## src/detect_pkg.sv

```systemverilog
package detect_pkg;

  // Register indices (page * 128 + register); byte address is four times the index
  localparam logic [9:0]  DETECT_EN_IDX   = 10'h078;  // Page 0, register 120
  localparam logic [9:0]  ALERT_CFG_IDX   = 10'h09e;  // Page 1, register 30
  localparam logic [11:0] DETECT_EN_ADDR  = {DETECT_EN_IDX, 2'b00};
  localparam logic [11:0] ALERT_CFG_ADDR  = {ALERT_CFG_IDX, 2'b00};
  localparam logic [11:0] SOURCE_CFG_ADDR = 12'h300;  // Source and threshold
  localparam logic [11:0] STATUS_ADDR     = 12'h304;  // Sticky events, write one to clear
  localparam logic [11:0] MASK_ADDR       = 12'h308;  // Interrupt mask, same layout
  localparam logic [11:0] RECORD_ADDR     = 12'h30c;  // Recording state, write one to stop

  // Field positions
  localparam int VOICE_EN_BIT     = 2;
  localparam int ULTRA_EN_BIT     = 3;
  localparam int ALERT_LSB        = 6;
  localparam int CHAN_LSB         = 4;
  localparam int SRC_DIGITAL_BIT  = 16;
  localparam int VOICE_EVT_BIT    = 0;
  localparam int ULTRA_EVT_BIT    = 1;
  localparam int RECORD_BIT       = 0;

  // Reset values
  localparam logic [15:0] THRESHOLD_RESET = 16'h0800;
  localparam logic [1:0]  MASK_RESET      = 2'h3;

  // Alert modes
  localparam logic [1:0] ALERT_IRQ  = 2'h0;  // Interrupt only
  localparam logic [1:0] ALERT_WAKE = 2'h1;  // Auto wake and record
  localparam logic [1:0] ALERT_BOTH = 2'h2;  // Wake and also flag

  // Consecutive samples above threshold that make a detection
  localparam logic [3:0] DETECT_HOLD = 4'h8;
  // Envelope smoothing shift
  localparam int ENV_SHIFT = 4;

  // Four record channels of one microphone path
  typedef struct packed {
    logic              valid;  // One-cycle strobe of a new frame
    logic [3:0][15:0]  data;   // Signed samples, channel 3 high
  } sample_bus_t;

  typedef enum logic [2:0] {
    ST_MONITOR   = 3'b001,
    ST_ALERTED   = 3'b010,
    ST_RECORDING = 3'b100
  } detect_state_t;

  // Magnitude of a signed 17-bit value, saturated to 16 bits
  function automatic logic [15:0] mag16(input logic signed [16:0] x);
    logic [16:0] a;
    a = x[16] ? 17'(-x) : 17'(x);
    mag16 = a[16] ? 16'hffff : a[15:0];
  endfunction

  // One step of a first-order envelope follower
  function automatic logic [15:0] env_step(input logic [15:0] env, input logic [15:0] mag);
    logic signed [17:0] diff;
    diff = $signed({2'b00, mag}) - $signed({2'b00, env});
    env_step = 16'($signed({2'b00, env}) + (diff >>> ENV_SHIFT));
  endfunction

endpackage

```

## src/activity_core.sv

```systemverilog
`timescale 1ns/1ps
// Envelope detectors for voice band and ultrasonic band on one sample stream
module activity_core (
  input  wire logic        pclk,         // System clock
  input  wire logic        presetn,      // Async reset, active low
  input  wire logic        ce,           // Clock enable
  input  wire logic        armed,        // Detection running
  input  wire logic        voice_on,     // Voice path enabled
  input  wire logic        ultra_on,     // Ultrasonic path enabled
  input  wire logic [15:0] threshold,    // Envelope level for a hit
  input  wire logic        sample_valid, // New sample strobe
  input  wire logic [15:0] sample,       // Signed sample
  output logic             voice_hit,    // One-cycle detection pulse
  output logic             ultra_hit     // One-cycle detection pulse
);

  logic [15:0] prev;       // Previous sample for the high-pass difference
  logic [15:0] voice_env;  // Broadband envelope
  logic [15:0] ultra_env;  // High-pass envelope
  logic [3:0]  voice_run;  // Consecutive samples above threshold
  logic [3:0]  ultra_run;

  // First difference acts as a crude high-pass, leaving mostly high band energy
  wire logic signed [16:0] hp_diff  = $signed({sample[15], sample}) - $signed({prev[15], prev});
  wire logic [15:0] voice_mag       = detect_pkg::mag16({sample[15], sample});
  wire logic [15:0] ultra_mag       = detect_pkg::mag16(hp_diff);
  wire logic [15:0] next_voice_env  = detect_pkg::env_step(voice_env, voice_mag);
  wire logic [15:0] next_ultra_env  = detect_pkg::env_step(ultra_env, ultra_mag);
  wire logic        voice_above     = next_voice_env > threshold;
  wire logic        ultra_above     = next_ultra_env > threshold;
  wire logic        step            = armed && sample_valid;

  // Envelopes restart from zero when disarmed so a re-arm never fires on stale energy
  always_ff @(posedge pclk or negedge presetn)
  begin
    if (!presetn)
    begin
      prev      <= 16'h0000;
      voice_env <= 16'h0000;
      ultra_env <= 16'h0000;
    end
    else if (ce && !armed)
    begin
      voice_env <= 16'h0000;
      ultra_env <= 16'h0000;
      // Keep the difference history current so the first armed step is a true difference
      if (sample_valid)
        prev <= sample;
    end
    else if (ce && step)
    begin
      prev      <= sample;
      voice_env <= next_voice_env;
      ultra_env <= next_ultra_env;
    end
  end

  // Hit after DETECT_HOLD consecutive samples above threshold
  always_ff @(posedge pclk or negedge presetn)
  begin
    if (!presetn)
    begin
      voice_run <= 4'h0;
      ultra_run <= 4'h0;
      voice_hit <= 1'b0;
      ultra_hit <= 1'b0;
    end
    else if (ce)
    begin
      voice_hit <= 1'b0;
      ultra_hit <= 1'b0;
      if (!armed)
      begin
        voice_run <= 4'h0;
        ultra_run <= 4'h0;
      end
      else if (sample_valid)
      begin
        voice_run <= (voice_on && voice_above) ? voice_run + 4'h1 : 4'h0;
        ultra_run <= (ultra_on && ultra_above) ? ultra_run + 4'h1 : 4'h0;
        voice_hit <= voice_on && voice_above && voice_run == detect_pkg::DETECT_HOLD - 4'h1;
        ultra_hit <= ultra_on && ultra_above && ultra_run == detect_pkg::DETECT_HOLD - 4'h1;
      end
    end
  end

endmodule

```

## src/low_power_activity_detection.sv

```systemverilog
// The implementer's own choices: the APB slave port and the placing of the registers.
`timescale 1ns/1ps
// Low-power activity detection: voice and ultrasonic watch on one record channel
module low_power_activity_detection (
  input  wire logic                     pclk,          // 25 MHz clock
  input  wire logic                     presetn,       // Async reset, active low
  input  wire logic                     ce,            // Clock enable, freezes all state
  input  wire logic                     psel,          // APB select
  input  wire logic                     penable,       // APB enable
  input  wire logic                     pwrite,        // APB direction
  input  wire logic [11:0]              paddr,         // APB byte address
  input  wire logic [31:0]              pwdata,        // APB write data
  output logic [31:0]                   prdata,        // APB read data
  output logic                          pready,        // APB ready
  output logic                          pslverr,       // APB error on unmapped address
  input  wire detect_pkg::sample_bus_t  ana_in,        // Analog microphone path
  input  wire detect_pkg::sample_bus_t  dig_in,        // Digital microphone path
  output logic                          irq,           // Level interrupt
  output logic                          record_start,  // One-cycle wake pulse
  output logic                          record_active, // Recording after auto wake
  output logic                          monitoring     // Detector armed and enabled
);

  // Software-visible state
  logic                       voice_detect_enable;      // Voice watch enable
  logic                       ultrasonic_detect_enable; // Ultrasonic watch enable
  logic [1:0]                 detect_alert_select;      // Alert mode
  logic [1:0]                 detect_input_select;      // Monitored channel
  logic                       source_digital;           // Digital path when set
  logic [15:0]                threshold;                // Envelope hit level
  logic [1:0]                 status;                   // Sticky events
  logic [1:0]                 mask;                     // Interrupt mask
  detect_pkg::detect_state_t  state;                    // Alert sequencer
  detect_pkg::detect_state_t  next_state;
  logic                       voice_hit;                // From detector
  logic                       ultra_hit;

  // APB decode: the setup cycle loads read data, the access cycle completes
  wire logic setup_phase  = psel && !penable;
  wire logic wr_access    = psel && penable && pwrite && pready;
  wire logic sel_en       = paddr == detect_pkg::DETECT_EN_ADDR;
  wire logic sel_alert    = paddr == detect_pkg::ALERT_CFG_ADDR;
  wire logic sel_src      = paddr == detect_pkg::SOURCE_CFG_ADDR;
  wire logic sel_status   = paddr == detect_pkg::STATUS_ADDR;
  wire logic sel_mask     = paddr == detect_pkg::MASK_ADDR;
  wire logic sel_record   = paddr == detect_pkg::RECORD_ADDR;
  wire logic mapped       = sel_en || sel_alert || sel_src || sel_status || sel_mask || sel_record;

  // Read multiplexer; unused bits read as zero
  wire logic [31:0] rd_en     = 32'({ultrasonic_detect_enable, voice_detect_enable, 2'b00});
  wire logic [31:0] rd_alert  = 32'({detect_alert_select, detect_input_select, 4'h0});
  wire logic [31:0] rd_src    = 32'({source_digital, threshold});
  wire logic [31:0] next_prdata =
      sel_en     ? rd_en :
      sel_alert  ? rd_alert :
      sel_src    ? rd_src :
      sel_status ? 32'(status) :
      sel_mask   ? 32'(mask) :
      sel_record ? 32'(record_active) : 32'h0000_0000;

  // Source and channel selection feeding the detector
  wire detect_pkg::sample_bus_t src = source_digital ? dig_in : ana_in;
  wire logic [15:0] chan_sample     = src.data[detect_input_select];
  wire logic        armed           = state == detect_pkg::ST_MONITOR;
  wire logic        any_enable      = voice_detect_enable || ultrasonic_detect_enable;

  // Event bookkeeping; a new event wins over a clear in the same cycle
  wire logic [1:0] events      = {ultra_hit, voice_hit};
  wire logic [1:0] status_w1c  = (wr_access && sel_status) ? pwdata[1:0] : 2'h0;
  // Pure wake mode records without flagging, so no interrupt follows an auto wake
  wire logic       wake_only   = detect_alert_select == detect_pkg::ALERT_WAKE;
  wire logic [1:0] flag_events = wake_only ? 2'h0 : events;
  wire logic [1:0] next_status = (status & ~status_w1c) | flag_events;
  wire logic       stop_write  = wr_access && sel_record && pwdata[detect_pkg::RECORD_BIT];
  wire logic       detected    = |events;
  wire logic       wake_mode   = detect_alert_select == detect_pkg::ALERT_WAKE ||
                                 detect_alert_select == detect_pkg::ALERT_BOTH;

  activity_core u_core (
    .pclk         (pclk),
    .presetn      (presetn),
    .ce           (ce),
    .armed        (armed),
    .voice_on     (voice_detect_enable),
    .ultra_on     (ultrasonic_detect_enable),
    .threshold    (threshold),
    .sample_valid (src.valid),
    .sample       (chan_sample),
    .voice_hit    (voice_hit),
    .ultra_hit    (ultra_hit)
  );

  // Alert sequencer
  always_comb
  begin
    next_state = state;
    case (state)
      detect_pkg::ST_MONITOR:
      begin
        if (detected)
          next_state = wake_mode ? detect_pkg::ST_RECORDING
                                 : detect_pkg::ST_ALERTED;
      end
      detect_pkg::ST_ALERTED:
      begin
        // Re-arm only once software has acknowledged every flag
        if (next_status == 2'h0)
          next_state = detect_pkg::ST_MONITOR;
      end
      detect_pkg::ST_RECORDING:
      begin
        // Recording runs until software stops it; monitoring is paused meanwhile
        if (stop_write)
          next_state = detect_pkg::ST_MONITOR;
      end
      default:
        next_state = detect_pkg::ST_MONITOR;
    endcase
  end

  // APB answer registers: zero wait states
  always_ff @(posedge pclk or negedge presetn)
  begin
    if (!presetn)
    begin
      prdata  <= 32'h0000_0000;
      pready  <= 1'b0;
      pslverr <= 1'b0;
    end
    else if (ce)
    begin
      pready  <= setup_phase;
      pslverr <= setup_phase && !mapped;
      if (setup_phase)
        prdata <= next_prdata;
    end
  end

  // Control registers written by software
  always_ff @(posedge pclk or negedge presetn)
  begin
    if (!presetn)
    begin
      voice_detect_enable      <= 1'b0;
      ultrasonic_detect_enable <= 1'b0;
      detect_alert_select      <= detect_pkg::ALERT_IRQ;
      detect_input_select      <= 2'h0;
      source_digital           <= 1'b0;
      threshold                <= detect_pkg::THRESHOLD_RESET;
      mask                     <= detect_pkg::MASK_RESET;
    end
    else if (ce && wr_access)
    begin
      if (sel_en)
      begin
        voice_detect_enable      <= pwdata[detect_pkg::VOICE_EN_BIT];
        ultrasonic_detect_enable <= pwdata[detect_pkg::ULTRA_EN_BIT];
      end
      if (sel_alert)
      begin
        detect_alert_select <= pwdata[detect_pkg::ALERT_LSB +: 2];
        detect_input_select <= pwdata[detect_pkg::CHAN_LSB +: 2];
      end
      if (sel_src)
      begin
        source_digital <= pwdata[detect_pkg::SRC_DIGITAL_BIT];
        threshold      <= pwdata[15:0];
      end
      if (sel_mask)
        mask <= pwdata[1:0];
    end
  end

  // Status, sequencer state and block outputs
  always_ff @(posedge pclk or negedge presetn)
  begin
    if (!presetn)
    begin
      status        <= 2'h0;
      state         <= detect_pkg::ST_MONITOR;
      irq           <= 1'b0;
      record_start  <= 1'b0;
      record_active <= 1'b0;
      monitoring    <= 1'b0;
    end
    else if (ce)
    begin
      status        <= next_status;
      state         <= next_state;
      irq           <= |(next_status & mask);
      record_start  <= state == detect_pkg::ST_MONITOR &&
                       next_state == detect_pkg::ST_RECORDING;
      record_active <= next_state == detect_pkg::ST_RECORDING;
      monitoring    <= next_state == detect_pkg::ST_MONITOR && any_enable;
    end
  end

endmodule

```

## config.mk

```make
export PLATFORM = sky130hd
export DESIGN_NAME = low_power_activity_detection
export DESIGN_NICKNAME = d
export VERILOG_FILES = /design/src/detect_pkg.sv /design/src/activity_core.sv /design/src/low_power_activity_detection.sv
export SDC_FILE = /design/constraint.sdc
export NUM_CORES = 1
export LEC_CHECK = 0
export BUFFER_PORTS_ARGS = -buffer_cell sky130_fd_sc_hd__clkbuf_2
export CAP_MARGIN = 20
export CORE_ASPECT_RATIO = 1.4
export CORE_MARGIN = 4
export CORE_UTILIZATION = 41
export DETAILED_ROUTE_END_ITERATION = 8
export PLACE_DENSITY = 0.76
export SLEW_MARGIN = 30
export SYNTH_ARGS = -nofsm -noshare
export SYNTH_HDL_FRONTEND = slang
export SYNTH_SLANG_ARGS = --single-unit
```

## constraint.sdc

```tcl
create_clock -name pclk -period 9.32 [get_ports pclk]
set_input_delay 0.932 -clock pclk [delete_from_list [all_inputs] [get_ports pclk]]
set_output_delay 0.932 -clock pclk [all_outputs]
set_load 0.005 [all_outputs]
```

==> flow_summary.ini <==
[cells_and_area]
antenna_cells = 0
post-route-util_pct = 48.54
final_cell_count_no_fill = 1698
syn_to_final_growth_pct = 17.05
fin_nets = 1673
layout-drive-gt1-share_pct = 23.79

[yosys]
syn_inst = 1176
synth.distinct_cells = 78
yosys_register_bits = 111
async_flop_share_pct = 100.0
synthFlopType = dfrtp_1
yosys_warnings = 0
avgSynthCellArea_um2 = 8.951
synth_edf_count = 0
synth-seq-area-share_pct = 26.44
synth_area_mm2 = 0.01053

[die]
ios = 218
die_h_um = 197.6
core_region_area_mm2 = 0.02538
start_util_pct = 41.47
die-area_mm2 = 0.02834
die_x_um = 143.4
rows = 69

[outcome]
status = completed

[critical_path]
worst_setup_path_start_kind = flip-flop
worstSetupEndpointType = flip-flop
r2r_end = u_core.ultra_hit$_DFFE_PN0P_
slowest_delay_ns = 0.52
worstSetupPathType = reg2reg
cp.arrival_ns = 9.10
crit_buf_inv = 1
cp_max_fo = 9
worstReg2RegStart = source_digital$_DFFE_PN0P_
worst_r2r_path_depth = 38
crit_family = compound AO/OA/AOI/OAI gates
crit_required_ns = 9.57
r2r_slack_ns = 0.47
slowest_stage = dfrtp_4

[global_route]
overflow = 0
grt.total_usage_pct = 20.76
antenna_found_initial = 0
grt_pass1_vias = 9759
grt_pass1_wl_mm = 47.61
grt_max_degree = 70

[place]
portBuffers = 187
place_hpwl_mm = 24.64
pre_cts_ws_ns = -0.02065
gp_congestion = 0.9207
dp_cells = 1673

[route]
wl_mm = 30.34
drc = 0
drt_iter0_markers = 604
vias = 9719
drtPass1Iterations = 5
ant_nets = 0
wl_per_cell_um = 17.87
viasPerCell = 5.724

[hold_path]
hp-start = u_core.prev[5]$_DFFE_PN0P_
min_path_type = reg2reg
holdPathStages = 2
worstHoldEndpoint = u_core.prev[5]$_DFFE_PN0P_

[timing]
setup_ws_ns = 0.4675
finClkSkew_ns = 0.01232
setup_viol = 0
fmax_ghz = 0.1130
min_period_over_period_pct = 94.98
drv_slew = 0
min_period_ns = 8.852
relSlewSlack_pct = 31.62
hold_viol = 0
tightest_slew_ns = 1.016
finalSetupTns_ns = 0

[clock_tree]
cts-root-buf = clkbuf_16
cts_buffer_depth = 2
cts_made_buffers = 9
clk_pin_slew_ns = 0.09
cts_tree = built
cts-hold-fix-buffers = 0
clk_latency_ns = 0.36
cts_num_sinks = 111
htree_num_levels = 3

[job]
maxCapViolCount = 0

[power_and_ir_drop]
pwr_density_cell_mw_per_mm2 = 329.9
p_leak_nw = 5.872
power_mw = 4.064
peakVddDrop_mv = 0.1620
-- sequential cells by signal, summed over array words and instances, names as in the netlist, 2 cells and up --
name and flops:
prdata 17, threshold 16, u_core.prev 16, u_core.ultra_env 16, u_core.voice_env 16, u_core.ultra_run 4, u_core.voice_run 4, state 3
detect_alert_select 2, detect_input_select 2, mask 2, status 2
-- worst register-to-register path: cells and delay by family (launching register included) --
kind                       cells  cell delay (ns)
muxes                          2             0.85
and+or+nand+nor                8             1.56
xor gates and xnor gates       3             0.52
buffers and inverters          1             0.22
AOI/OAI and AO/OA             20             3.67
adders and majority gates      4             1.41
DFF                            1             0.52
-- repair_timing --
action | 4_1_cts | 5_1_grt
endpoints found under the setup margin | 0 | 6
gates resized for setup | 0 | 13
setup buffers | 0 | 9
-- layout make-up --
type | count | area, µm²
Clock buffer | 9 | 225.2
Clock inverter | 7 | 71.32
Fill cell | 2359 | 13060
Inverter | 100 | 375.4
Multi-Input combinational cell | 929 | 7231
Sequential cell | 111 | 2786
Tap cell | 319 | 399.1
Timing Repair Buffer | 223 | 1232
-- worst max-delay path by stage --
stage | from | to | slack, ns | cells after the start
global placement | dig_in[50] | u_core.ultra_run[2]$_DFFE_PN0P_ | 0.20 | 38
detailed placement | dig_in[50] | u_core.ultra_hit$_DFFE_PN0P_ | -0.02 | 39
global route | source_digital$_DFFE_PN0P_ | u_core.ultra_hit$_DFFE_PN0P_ | -0.008 | 38
floorplan | detect_input_select[0]$_DFFE_PN0P_ | u_core.ultra_run[1]$_DFFE_PN0P_ | 0.53 | 41
finish | source_digital$_DFFE_PN0P_ | u_core.ultra_hit$_DFFE_PN0P_ | 0.47 | 38
CTS | source_digital$_DFFE_PN0P_ | u_core.ultra_hit$_DFFE_PN0P_ | 0.008 | 37
-- power breakdown --
group | internal, mW | leakage [nW] | total [mW] | switching [mW]
Combinational | 1.31 | 4.35 | 3.05 | 1.74
Sequential | 0.553 | 1.38 | 0.615 | 0.0626
Clock | 0.192 | 0.148 | 0.396 | 0.205
Total | 2.06 | 5.87 | 4.06 | 2.01
-- Yosys cell counts (11+ instances only) --
master	instances	area, µm²
nand2b_1	12	75.07
a21oi_1	67	335.3
buf_4	15	112.6
nand2_1	89	334.1
nand3_1	25	125.1
nor3_1	27	135.1
a21o_1	24	180.2
xor2_1	31	271.5
xnor2_1	49	429.2
mux2i_1	11	110.1
o21a_1	22	165.2
o21ai_0	80	400.4
mux4_2	32	720.7
inv_1	100	375.4
ha_1	116	1451
clkbuf_1	22	82.58
mux2_2	20	225.2
nor2b_1	17	106.4
dfrtp_1	107	2678
nor2_1	88	330.3
nand4_1	14	87.58
a31oi_1	11	68.82
a22o_1	44	385.4
-- cell families after synthesis --
logic type,after synthesis,share of synthesized area [%]
compound gates,325,20.74
xor+xnor,81,6.811
fa+ha+maj,119,14.36
buf+inv,150,6.074
flops,111,26.44
mux,64,10.25
other cells,1,0.03562
simple gates,325,15.30
-- cell usage in the layout, fill, tap and decap left out, drive strengths merged, types with 15 or more instances in the layout --
master	netlist	routed
clkbuf	22	195
ha	116	116
dfrtp	107	107
inv	100	105
nand2	90	90
nor2	89	89
o21ai	87	87
a21oi	67	67
xnor2	49	49
a22o	44	44
buf	28	37
mux4	32	32
xor2	32	32
nor3	28	28
nand3	25	25
a21o	24	24
o21a	23	23
mux2	20	20
nor2b	17	17
conb	1	15
nand4	15	15
-- stage by stage --
step	area [µm²]	hold WS (ns)
2_1_floorplan	10580	0.4498
3_3_place_gp	11880	0.4633
3_5_place_dp	11900	0.4737
4_1_cts	12190	0.4922
5_1_grt	12320	0.5085
6_report	12320	0.4880
-- routing by layer --
layer | GRT usage (%) | part of all wire, % | vias to the layer above
li1 | - | - | 4678
met1 | 24.44 | 39 | 4668
met2 | 36.64 | 51 | 289
met3 | 2.591 | 4.5 | 84
met4 | 10.68 | 5.1 | 0
met5 | 0 | 0 | -
Power figures use the tool's default switching activity.
